===== src/pkg/frm_defines.vh =====
/*
  Constants for the floppy reset and motor pin block: register offsets,
  field positions, reset values and defaults.
  Assumes inclusion by bare name from the design files.
*/
`ifndef FRM_DEFINES_VH
`define FRM_DEFINES_VH

// Register offsets on the plain register port
`define FRM_ADDR_DRIVE_OUTPUT 8'h02
`define FRM_ADDR_DATA_RATE 8'h04
`define FRM_ADDR_CONFIG_CONTROL 8'h07
`define FRM_ADDR_HEAD_CTRL 8'h10
`define FRM_ADDR_OPTION_PARAM 8'h11
`define FRM_ADDR_FIFO_SETUP 8'h12
`define FRM_ADDR_PARAM_HOLD 8'h13
`define FRM_ADDR_DRIVE_TIMING 8'h14
`define FRM_ADDR_STATUS 8'h15
`define FRM_ADDR_FLOPPY_CONFIG 8'hF0

// Field positions
`define FRM_CFG_FOUR_DRIVE 7
`define FRM_CFG_MEDIA_SENSE 6
`define FRM_DRIVE_SEL_LO 0
`define FRM_MOTOR_LO 4

// Reset values
`define FRM_RST_ZERO 8'h00
`define FRM_RST_FLOPPY_CONFIG 8'h00
`define FRM_RST_OPTION_PARAM 8'h00
`define FRM_RST_FIFO_SETUP 8'h00
`define FRM_RST_PARAM_HOLD 8'h00
`define FRM_RST_DRIVE_TIMING 8'h00

`endif


===== src/hdl/frm_motor_decode.v =====
/*
  Motor enable decoder: turns the drive output register motor nibble
  into the two active-low motor enables, direct or four-drive encoded.
  Assumes registered inputs on the same clock; output is combinational.
*/
`timescale 1ns/1ns
`default_nettype none
module frm_motor_decode (
  // Controls
  input wire four_drive,
  input wire [1:0] drive_sel,
  input wire [3:0] motor_bits,
  // Result, active low
  output reg [1:0] next_motor_n
);
  always @* begin
    if (four_drive) begin
      // Encoded: the selected drive's motor bit puts its number on the pair
      if (motor_bits[drive_sel]) begin
        next_motor_n = ~drive_sel;
      end else begin
        next_motor_n = 2'h3;
      end
    end else begin
      // Direct: drive_sel has no say here
      next_motor_n = ~motor_bits[1:0];
    end
  end
endmodule // frm_motor_decode
`default_nettype wire


===== src/hdl/frm_top.v =====
/*
  Floppy reset and drive-side pin control: reset of controller registers
  and command parameters, motor enable and head side outputs, media sense
  gating. Assumes a register master on clk and drive pins asynchronous.
*/
`timescale 1ns/1ns
`default_nettype none
`include "frm_defines.vh"
module frm_top (
  // Clock and reset
  input wire clk,
  input wire rst,
  // Register port
  input wire [7:0] reg_addr,
  input wire [7:0] reg_wdata,
  input wire reg_wr,
  input wire reg_rd,
  output reg [7:0] reg_rdata,
  // Drive pins
  input wire [1:0] media_type_in,
  output reg [1:0] motor_enable_n,
  output reg head_side_n,
  // Sequencing status
  output reg seq_busy
);
  localparam ST_IDLE = 2'h0;
  localparam ST_RUN = 2'h1;

  reg [7:0] drive_output_reg;
  reg [7:0] data_rate_reg;
  reg [7:0] config_control_reg;
  reg [7:0] floppy_config;
  reg [7:0] option_param;
  reg [7:0] fifo_setup_cmd;
  reg [7:0] param_hold;
  reg [7:0] drive_timing;
  reg head_side_sel;
  reg [1:0] state;
  reg [1:0] media_meta;
  reg [1:0] media_sync;
  reg [1:0] media_sense;
  wire [1:0] next_motor_n;

  frm_motor_decode u_dec (
    .four_drive(floppy_config[`FRM_CFG_FOUR_DRIVE]),
    .drive_sel(drive_output_reg[`FRM_DRIVE_SEL_LO+1:`FRM_DRIVE_SEL_LO]),
    .motor_bits(drive_output_reg[`FRM_MOTOR_LO+3:`FRM_MOTOR_LO]),
    .next_motor_n(next_motor_n)
  );

  // Register file; reset wins over any write in the same cycle
  always @(posedge clk) begin
    if (rst) begin
      drive_output_reg <= `FRM_RST_ZERO;
      data_rate_reg <= `FRM_RST_ZERO;
      config_control_reg <= `FRM_RST_ZERO;
      floppy_config <= `FRM_RST_FLOPPY_CONFIG;
      option_param <= `FRM_RST_OPTION_PARAM;
      fifo_setup_cmd <= `FRM_RST_FIFO_SETUP;
      param_hold <= `FRM_RST_PARAM_HOLD;
      head_side_sel <= 1'b0;
    end else if (reg_wr) begin
      case (reg_addr)
        `FRM_ADDR_DRIVE_OUTPUT: drive_output_reg <= reg_wdata;
        `FRM_ADDR_DATA_RATE: data_rate_reg <= reg_wdata;
        `FRM_ADDR_CONFIG_CONTROL: config_control_reg <= reg_wdata;
        `FRM_ADDR_FLOPPY_CONFIG: floppy_config <= reg_wdata;
        `FRM_ADDR_OPTION_PARAM: option_param <= reg_wdata;
        `FRM_ADDR_FIFO_SETUP: fifo_setup_cmd <= reg_wdata;
        `FRM_ADDR_PARAM_HOLD: param_hold <= reg_wdata;
        `FRM_ADDR_HEAD_CTRL: head_side_sel <= reg_wdata[0];
        default: begin
        end
      endcase
    end
  end

  // Timing parameters are loaded only by software, so reset leaves them
  always @(posedge clk) begin
    if (reg_wr && reg_addr == `FRM_ADDR_DRIVE_TIMING) begin
      drive_timing <= reg_wdata;
    end
  end

  // Sequencer: runs while any motor is requested
  always @(posedge clk) begin
    if (rst) begin
      state <= ST_IDLE;
      seq_busy <= 1'b0;
    end else begin
      case (state)
        ST_IDLE: begin
          if (drive_output_reg[7:4] != 4'h0) begin
            state <= ST_RUN;
          end
        end
        ST_RUN: begin
          if (drive_output_reg[7:4] == 4'h0) begin
            state <= ST_IDLE;
          end
        end
        default: state <= ST_IDLE;
      endcase
      seq_busy <= (state == ST_RUN);
    end
  end

  // Drive outputs
  always @(posedge clk) begin
    if (rst) begin
      motor_enable_n <= 2'h3;
      head_side_n <= 1'b1;
    end else begin
      motor_enable_n <= next_motor_n;
      head_side_n <= ~head_side_sel;
    end
  end

  // Media inputs cross from the pins through two flops
  always @(posedge clk) begin
    if (rst) begin
      media_meta <= 2'h0;
      media_sync <= 2'h0;
      media_sense <= 2'h0;
    end else begin
      media_meta <= media_type_in;
      media_sync <= media_meta;
      if (floppy_config[`FRM_CFG_MEDIA_SENSE]) begin
        media_sense <= media_sync;
      end else begin
        media_sense <= 2'h0;
      end
    end
  end

  // Read port; unmapped addresses read zero
  always @(posedge clk) begin
    if (rst) begin
      reg_rdata <= 8'h00;
    end else if (reg_rd) begin
      case (reg_addr)
        `FRM_ADDR_DRIVE_OUTPUT: reg_rdata <= drive_output_reg;
        `FRM_ADDR_DATA_RATE: reg_rdata <= data_rate_reg;
        `FRM_ADDR_CONFIG_CONTROL: reg_rdata <= config_control_reg;
        `FRM_ADDR_FLOPPY_CONFIG: reg_rdata <= floppy_config;
        `FRM_ADDR_OPTION_PARAM: reg_rdata <= option_param;
        `FRM_ADDR_FIFO_SETUP: reg_rdata <= fifo_setup_cmd;
        `FRM_ADDR_PARAM_HOLD: reg_rdata <= param_hold;
        `FRM_ADDR_DRIVE_TIMING: reg_rdata <= drive_timing;
        `FRM_ADDR_HEAD_CTRL: reg_rdata <= {7'h00, head_side_sel};
        `FRM_ADDR_STATUS: reg_rdata <= {3'h0, seq_busy, media_sense,
                                        motor_enable_n};
        default: reg_rdata <= 8'h00;
      endcase
    end else begin
      reg_rdata <= 8'h00;
    end
  end
endmodule // frm_top
`default_nettype wire


===== config.mk =====
export PLATFORM = sky130hd
export DESIGN_NAME = frm_top
export DESIGN_NICKNAME = d
export VERILOG_FILES = /design/src/hdl/frm_motor_decode.v /design/src/hdl/frm_top.v
export VERILOG_INCLUDE_DIRS = /design/src /design/src/pkg
export SDC_FILE = /design/constraint.sdc
export NUM_CORES = 1
export LEC_CHECK = 0
export ABC_AREA = 1
export ABC_CLOCK_PERIOD_IN_PS = 1600
export BUFFER_PORTS_ARGS = -buffer_cell sky130_fd_sc_hd__buf_2
export CAP_MARGIN = 20
export CORE_MARGIN = 2
export CORE_UTILIZATION = 52
export DETAILED_ROUTE_END_ITERATION = 7
export PLACE_DENSITY_LB_ADDON = 0.25
export SYNTH_ARGS = -nofsm -noshare
export SYNTH_HDL_FRONTEND = slang
export SYNTH_SLANG_ARGS = --single-unit

===== constraint.sdc =====
create_clock -name clk -period 1.6 [get_ports clk]
set_input_delay 0.24 -clock clk [delete_from_list [all_inputs] [get_ports clk]]
set_output_delay 0.24 -clock clk [all_outputs]
set_load 0.005 [all_outputs]

# [After elaboration in Yosys (flattened, before gate mapping)]
# Cells that the tools add are included.
[word_totals] mem_bits_ro=0 wordCells=59 output_inout_bits=12 latchBits=0 input_bits=22 memories=0 ram_bits=0 ff_bits=85
[classes] n_addsub=0 n_reduce_logical=15 bitwise_logic=5 n_mux=8 div=0 n_lt_le_gt_ge=1 n_eq_ne=13 n_shift=0 n_mul=0
[op_table] cell="8-bit one-hot mux with 10 select lines" n=1
[op_table] cell="8-bit by 5-bit equality test with 1-bit output, second input constant" n=6
[op_table] cell="2-bit AND reduction" n=9
[op_table] cell="8-bit by 3-bit equality test with 1-bit output, second input constant" n=2
[op_table] cell="8-bit by 2-bit equality test with 1-bit output, second input constant" n=1
[op_table] cell="8-bit equality test, second input constant" n=1
[op_table] cell="2-bit two-way mux" n=4
[op_table] cell="4-bit zero test" n=1
[op_table] cell="2-bit != test, second input constant" n=2
[op_table] cell="2-bit inverter" n=2
[op_table] cell="2-bit one-hot mux with 2 select lines" n=1
[op_table] cell="4-bit nonzero test" n=1
[op_table] cell="2-bit OR reduction" n=2
[op_table] cell="2-bit by 3-bit < comparator with 1-bit output, second input constant" n=1
[op_table] cell="1-bit inverter" n=3
[op_table] cell="1-bit binary-select mux with 2-bit select" n=1
[op_table] cell="2-bit by 1-bit equality test with 1-bit output, second input constant" n=1
[op_table] cell="2-bit zero test" n=1
[op_table] cell="1-bit logical AND" n=1
[op_table] cell="1-bit two-way mux" n=1

# [Logic depth before layout (Yosys ltp)]
# Gate-level depths: netlist of run 1.
[depth] ltp_word=4 depth_mapped=9 mapped_depth_nobuf=9

# [Hierarchy]
# Synthesis of run 1 repeated with hierarchy kept, for this count alone.
[unflattened] hier_cells=498 area_unflattened_um2=3747.3
[by_module_without_submodules] module="frm_top" area_each_um2=3672.3 instances=1 cells_per_inst=482 seq_area_each_um2=1761.7
[by_module_without_submodules] module="frm_motor_decode" area_each_um2=75.1 instances=1 cells_per_inst=16 seq_area_each_um2=0.0

# [Worst setup path after synthesis of run 1]
# OpenSTA, ideal clock, no wires.
[synth_timing] kind="input to register" start="in reg_addr[3]" end="reg drive_timing[0] (enable)" path_stages=6 required_time_ps=1230 arrival_time_ps=1224 path_slack_ps=6 setup_time_ps=370 path_buffers=1 path_cell_list="inv_1 > nand2_1 > nor2_2 > buf_4 > nand2_1 > nor2_1"
[synth_between] elab_chain_cells=2
[synth_rtl] item="start: declaration" line="frm_top.v:14" text="input wire [7:0] reg_addr,"
[synth_rtl] item="8-bit by 5-bit equality test with 1-bit output"
[synth_rtl] item="1-bit logical AND (no line)"
[synth_rtl] item="end signal: assignment" line="frm_top.v:81" text="drive_timing <= reg_wdata;"
[synth_rtl] item="end: declaration" line="frm_top.v:36" text="reg [7:0] drive_timing;"
# Every way passes these cells.
# A chain may end at the register's enable or synchronous reset.

# [Worst setup path after layout of run 1]
[layout_timing] start="in reg_addr[5]" end="reg reg_rdata[6]"
[layout_between] elab_chain_cells=2 elab_cells_between_ends=11 classes_between="eq/ne (10); mux (1)"
[layout_rtl] item="8-bit by 5-bit equality test with 1-bit output (tied with other cells)" line="frm_top.v:141" text="case (reg_addr)"
[layout_rtl] item="8-bit one-hot mux with 10 select lines *" line="frm_top.v:141"
[layout_rtl] item="end signal: assignment" line="frm_top.v:142" text="`FRM_ADDR_DRIVE_OUTPUT: reg_rdata <= drive_output_reg;"
[layout_rtl] item="end signal: assignment" line="frm_top.v:143" text="`FRM_ADDR_DATA_RATE: reg_rdata <= data_rate_reg;"
[layout_rtl] item="end signal: assignment" line="frm_top.v:144" text="`FRM_ADDR_CONFIG_CONTROL: reg_rdata <= config_control_reg;"
[layout_rtl] item="end: declaration" line="frm_top.v:18" text="output reg [7:0] reg_rdata,"
# Every way passes the cells marked *; elsewhere a longest branch is shown, timed or not.

==> impl_metrics.env, run 1 <==
export IMPL_status="finished clean"
export IMPL_synth_top_area_share_pct=43.6
export IMPL_mostFrequentLayoutCells="76 x dfxtp_1, 73 x o21ai_0, 68 x nand3_1"
export IMPL_drt_total_wl_mm=8.75
export IMPL_grt_pass1_vias=2970
export IMPL_fin_crit_ns=1.23
export IMPL_drt_iter0_markers=201
export IMPL_clock_sinks=84
export IMPL_yosys_warnings=0
export IMPL_power_density_mw_per_mm2=947
export IMPL_hp_class="in2reg"
export IMPL_dp_hpwl_mm=6.11
export IMPL_endpoint_kind="flop"
export IMPL_synth_area_leader_cell="dfxtp_1"
export IMPL_insertion_delay_ns=0.35
export IMPL_die_height_um=85.9
export IMPL_tightest_slew_ns=0.413
export IMPL_synth_seq_cells=84
export IMPL_rsz0062_at_grt="no"
export IMPL_grt_max_degree=40
export IMPL_cts_tree="built"
export IMPL_pwr_share_clk_pct=38.5
export IMPL_row_count=29
export IMPL_synth_distinct_cells=19
export IMPL_finalCritPeriodShare_pct=76.9
export IMPL_hold_buffers=0
export IMPL_final_common_cell="dfxtp_1"
export IMPL_cp_start_kind="input pin"
export IMPL_max_slew_margin_pct=72.4
export IMPL_yosys_top_cells_area="dfxtp_1 44%, o21ai_0 10%, nand3_1 9.8%"
export IMPL_maxCapViolations=0
export IMPL_netlist_area_sq_mm=0.00349
export IMPL_worstPathMaxFanout=16
export IMPL_timing_final_ws_setup_ns=0.370
export IMPL_die_x_um=85.9
export IMPL_ant_nets=0
export IMPL_routed_via_count=3134
export IMPL_clk_path_buf_depth=2
export IMPL_postCtsSetupBuffers=0
export IMPL_die_area_sq_mm=0.00738
export IMPL_avgSynthCellArea_sq_um=7.70
export IMPL_pre_cts_slack_ns=0.0195
export IMPL_p_comb_share_pct=5.2
export IMPL_vdd_drop_max_v=0.000598
export IMPL_p_sw_share_pct=23.8
export IMPL_hold_slack_ns=0.0806
export IMPL_areaGrowthSynthToFinish_pct=14.6
export IMPL_ios=34
export IMPL_cp_required_ns=1.88
export IMPL_crit_type="in2reg"
export IMPL_maxSlewViolCount=0
export IMPL_numCtsBuffers=9
export IMPL_fmax_mhz=813
export IMPL_fin_skew_ns=0.00480
export IMPL_layout_nets=519
export IMPL_firstDrtPassIters=5
export IMPL_coreArea_sq_mm=0.00642
export IMPL_p_leak_nw=1.52
export IMPL_synthCells=453
export IMPL_antenna_found_initial=0
export IMPL_ctsResizeCount=0
export IMPL_wire_per_inst_um=15.1
export IMPL_fin_setup_tns_ns=0
export IMPL_grt_use_total_pct=25.8
export IMPL_syn_nets=475
export IMPL_p_switching_w=0.000903
export IMPL_ctsHtreeMaxLevel=3
export IMPL_cp_arrival_ns=1.51
export IMPL_cts_root_buf="clkbuf_8"
export IMPL_antenna_cells=0
export IMPL_hold_violations=0
export IMPL_gp_congestion=0.847
export IMPL_drc=0
export IMPL_grt_overflow=0
export IMPL_port_buffers=33
export IMPL_setup_viol=0
export IMPL_initial_core_util_pct=54.3
export IMPL_viasPerCell=5.41
export IMPL_grt_pass1_wl_mm=14.5
export IMPL_ys_seq_area_share_pct=50.5
export IMPL_p_int_w=0.00288
export IMPL_clk_pin_slew_worst_paths_ns=0.08
export IMPL_drive_gt1_share_pct=16.5
export IMPL_power_frac_seq_pct=56.3
[layout make-up]
type / count / area [sq um]
flip-flops and latches: 84 / 1760
inverters: 66 / 248
repair buffers: 52 / 308
clock buffers: 11 / 163
multi-input cells: 284 / 1390
fillers: 591 / 2420
clock inverters: 5 / 32.5
well taps: 77 / 96.3
[cell usage after synthesis]
| cell | count |
|---|---|
| o22ai_1 | 1 |
| o21ai_0 | 73 |
| and3_1 | 2 |
| nand2_1 | 20 |
| inv_2 | 2 |
| edfxtp_1 | 8 |
| nor2_2 | 3 |
| dfxtp_1 | 76 |
| nand3_1 | 68 |
| a41oi_1 | 1 |
| inv_1 | 64 |
| nor2_4 | 6 |
| nand2_2 | 4 |
| nor2_1 | 48 |
| buf_4 | 1 |
| buf_2 | 12 |
| o21ai_1 | 2 |
| clkbuf_1 | 6 |
| a21oi_1 | 56 |
[through the flow]
step / total power, W / std cells / util (%) / cell area [sq um]
global route: 0.00393 / 579 / 62.3 / 4000
finish: 0.00379 / 579 / 62.3 / 4000
floorplan: 0.00228 / 453 / - / 3490
detailed placement: 0.00238 / 563 / 59.2 / 3800
CTS: 0.00381 / 579 / 62.3 / 4000
global placement: 0.00237 / 563 / 59.2 / 3800
[per-layer routing]
metal	global-route usage, %	share of wire, %
met2	41.6	47
met4	13.4	3.6
met3	5.77	6.3
met1	32.3	44
met5	0	0
[logic make-up after synthesis]
| kind of cell | after synthesis | synth area share (%) |
|---|---|---|
| flip-flops | 84 | 50.5 |
| AND/OR/NAND/NOR | 151 | 20.6 |
| AO/OA/AOI/OAI | 133 | 19.2 |
| buffers and inverters | 85 | 9.68 |
[final timing paths]
path,from,to,slack (ns),depth (start not counted)
min,media_type_in[0],media_meta[0]$_SDFF_PP0_,0.08,3
min reg2reg,media_meta[1]$_SDFF_PP0_,media_sync[1]$_SDFF_PP0_,0.41,2
max,reg_addr[5],reg_rdata[6]$_SDFF_PP0_,0.37,8
max reg2reg,drive_output_reg[0]$_SDFFE_PP0P_,motor_enable_n[0]$_SDFF_PP1_,0.57,6
[worst max-delay path: stages]
cell	delay [ns]
buf_2	0.11
inv_1	0.06
nand2_1	0.08
nor2_4	0.33
nand2_1	0.25
o21ai_0	0.22
nor2_1	0.07
a21oi_1	0.14
[power groups by stage]
stage	combinational [W]	clock (W)	sequential (W)
4_1_cts	0.000197	0.00148	0.00213
3_5_place_dp	0.000196	0	0.00218
6_report	0.000198	0.00146	0.00213
3_3_place_gp	0.000192	0	0.00218
2_1_floorplan	0.0000991	0	0.00218
5_1_grt	0.000220	0.00158	0.00213
(Power assumes the default switching activity.)
==> inputs of run 2 (changes only) <==
Settings changed: ABC_CLOCK_PERIOD_IN_PS 1600 to 1250, CORE_UTILIZATION 52 to 58.
Clock period 1.6 ns to 1.25 ns, I/O delays scaled along.
==> impl_metrics.env, run 2 (synthesis results as in run 1) <==
export IMPL_power_frac_seq_pct=53.9
export IMPL_rsz0062_at_grt="no"
export IMPL_hold_buffers=0
export IMPL_endpoint_kind="flop"
export IMPL_cp_endpoint="reg_rdata[6]$_SDFF_PP0_"
export IMPL_grt_overflow=0
export IMPL_die_area_sq_mm=0.00665
export IMPL_hold_start="media_type_in[1]"
export IMPL_drive_gt1_share_pct=19.0
export IMPL_maxCapViolations=0
export IMPL_power_density_mw_per_mm2=1220
export IMPL_grt_use_total_pct=30.8
export IMPL_worstHoldPathCells=3
export IMPL_cp_arrival_ns=1.44
export IMPL_ctsHtreeMaxLevel=3
export IMPL_insertion_delay_ns=0.36
export IMPL_grt_pass1_wl_mm=15.0
export IMPL_setup_viol=0
export IMPL_gp_congestion=0.887
export IMPL_grt_busiest_layer="met2"
export IMPL_coreArea_sq_mm=0.00585
export IMPL_initial_core_util_pct=59.6
export IMPL_areaGrowthSynthToFinish_pct=18.9
export IMPL_stdcell_area_sq_mm=0.00415
export IMPL_drt_total_wl_mm=9.36
export IMPL_row_count=28
export IMPL_cp_start_kind="input pin"
export IMPL_grt_max_degree=35
export IMPL_fmax_mhz=866
export IMPL_r2r_start="drive_output_reg[0]$_SDFFE_PP0P_"
export IMPL_die_x_um=81.6
export IMPL_drc=0
export IMPL_max_slew_margin_pct=79.4
export IMPL_dpl_cell_count=575
export IMPL_firstDrtPassIters=5
export IMPL_viasPerCell=5.53
export IMPL_crit_type="in2reg"
export IMPL_cp_buffers_inverters=3
export IMPL_ant_nets=0
export IMPL_grt_pass1_vias=3051
export IMPL_cp_startpoint="reg_addr[6]"
export IMPL_cts_root_buf="clkbuf_8"
export IMPL_cts_tree="built"
export IMPL_grt_use_met1_pct=41.8
export IMPL_r2r_end="motor_enable_n[0]$_SDFF_PP1_"
export IMPL_worstPathMaxFanout=13
export IMPL_status="finished clean"
export IMPL_p_leak_nw=1.60
export IMPL_die_height_um=81.6
export IMPL_fin_skew_ns=0.0109
export IMPL_mostFrequentLayoutCells="76 x dfxtp_1, 72 x o21ai_0, 68 x nand3_1"
export IMPL_slowest_delay_ns=0.26
export IMPL_grtUsageMet2_pct=47.9
export IMPL_finalCritPeriodShare_pct=92.4
export IMPL_antenna_cells=0
export IMPL_port_buffers=33
export IMPL_use_met3_pct=4.29
export IMPL_pwr_share_clk_pct=40.6
export IMPL_numCtsBuffers=9
export IMPL_layout_nets=534
export IMPL_ios=34
export IMPL_p_sw_share_pct=22.3
export IMPL_fin_crit_ns=1.16
export IMPL_maxSlewViolCount=0
export IMPL_tightest_slew_ns=0.309
export IMPL_clk_pin_slew_worst_paths_ns=0.08
export IMPL_slowest_stage="nor2_4"
export IMPL_dp_hpwl_mm=6.63
export IMPL_p_int_w=0.00393
export IMPL_worst_path_stages=9
export IMPL_clk_path_buf_depth=2
export IMPL_place_area_sq_mm=0.00393
export IMPL_clock_sinks=84
export IMPL_hold_violations=0
export IMPL_rrSetupSlack_ns=0.22
export IMPL_p_comb_share_pct=5.5
export IMPL_wire_per_inst_um=15.8
export IMPL_crit_chain="buf_2 -> inv_1 -> nand2_2 -> nor2_4 -> buf_4 -> nand2_1 -> o21ai_0 -> nor2_1 -> a21oi_1"
export IMPL_vdd_drop_max_v=0.000808
export IMPL_p_switching_w=0.00113
export IMPL_cp_required_ns=1.54
export IMPL_final_common_cell="dfxtp_1"
export IMPL_drt_iter0_markers=382
export IMPL_reg2regPathDepth=6
export IMPL_stdcell_count=592
export IMPL_routed_via_count=3275
export IMPL_hp_class="in2reg"
export IMPL_antenna_found_initial=0
export IMPL_crit_family="simple AND/OR/NAND/NOR gates"
[run 2: cell types whose count changed in the layout (fill, tap and decap cells not counted), sizes merged]
cell / change
buf: +15
bufinv: +2
clkinv: -1
inv: -1
[run 2: worst min-delay path by stage]
stage,endpoint
5_1_grt,media_meta[0]$_SDFF_PP0_
6_report,media_meta[1]$_SDFF_PP0_
3_5_place_dp,media_meta[1]$_SDFF_PP0_
2_1_floorplan,media_meta[0]$_SDFF_PP0_
4_1_cts,media_meta[1]$_SDFF_PP0_
3_3_place_gp,media_meta[1]$_SDFF_PP0_
[run 2: cell type report]
type	count	area (sq um)
Sequential cell	84	1760
Fill cell	486	1700
Multi-Input combinational cell	284	1410
Timing Repair Buffer	67	433
Inverter	66	248
Clock buffer	11	131
Tap cell	75	93.8
Clock inverter	5	77.6
[run 2: repair_timing]
| action | CTS | global route |
|---|---|---|
| resized for setup | 0 | 1 |
| endpoints found under the setup margin | 0 | 2 |
| setup buffers | 0 | 1 |
[run 2: power groups by stage]
| stage | sequential (W) | combinational, W | clock, W |
|---|---|---|---|
| after global placement | 0.00279 | 0.000268 | 0 |
| final | 0.00273 | 0.000280 | 0.00206 |
| after floorplan | 0.00279 | 0.000131 | 0 |
| after detailed placement | 0.00279 | 0.000272 | 0 |
| after CTS | 0.00273 | 0.000274 | 0.00207 |
| after global routing | 0.00273 | 0.000306 | 0.00216 |
[run 2: metrics by stage]
step / hold WS, ns / setup TNS, ns / setup WS (ns) / total power (W) / utilization, %
6_report: 0.0313 / 0 / 0.0948 / 0.00507 / 70.9
3_3_place_gp: 0.388 / -6.66 / -0.242 / 0.00306 / 67.2
5_1_grt: 0.0579 / 0 / 0.0128 / 0.00520 / 70.9
2_1_floorplan: 0.259 / 0 / 0.00126 / 0.00292 / -
4_1_cts: 0.0247 / 0 / 0.123 / 0.00507 / 70.8
3_5_place_dp: 0.395 / -7.99 / -0.239 / 0.00306 / 67.2
[run 2: worst min-delay path, stage by stage]
cell	delay, ns
buf_2	0.07
inv_1	0.03
nor2_1	0.06
[run 2: routing by layer]
layer  part of all wire (%)  wire, um  vias to the layer above
met1                     44      4100                     1482
met2                     45      4240                      142
met4                    3.3       306                        0
li1                       -         -                     1617
met3                    7.6       715                       34
met5                      0         0                        -
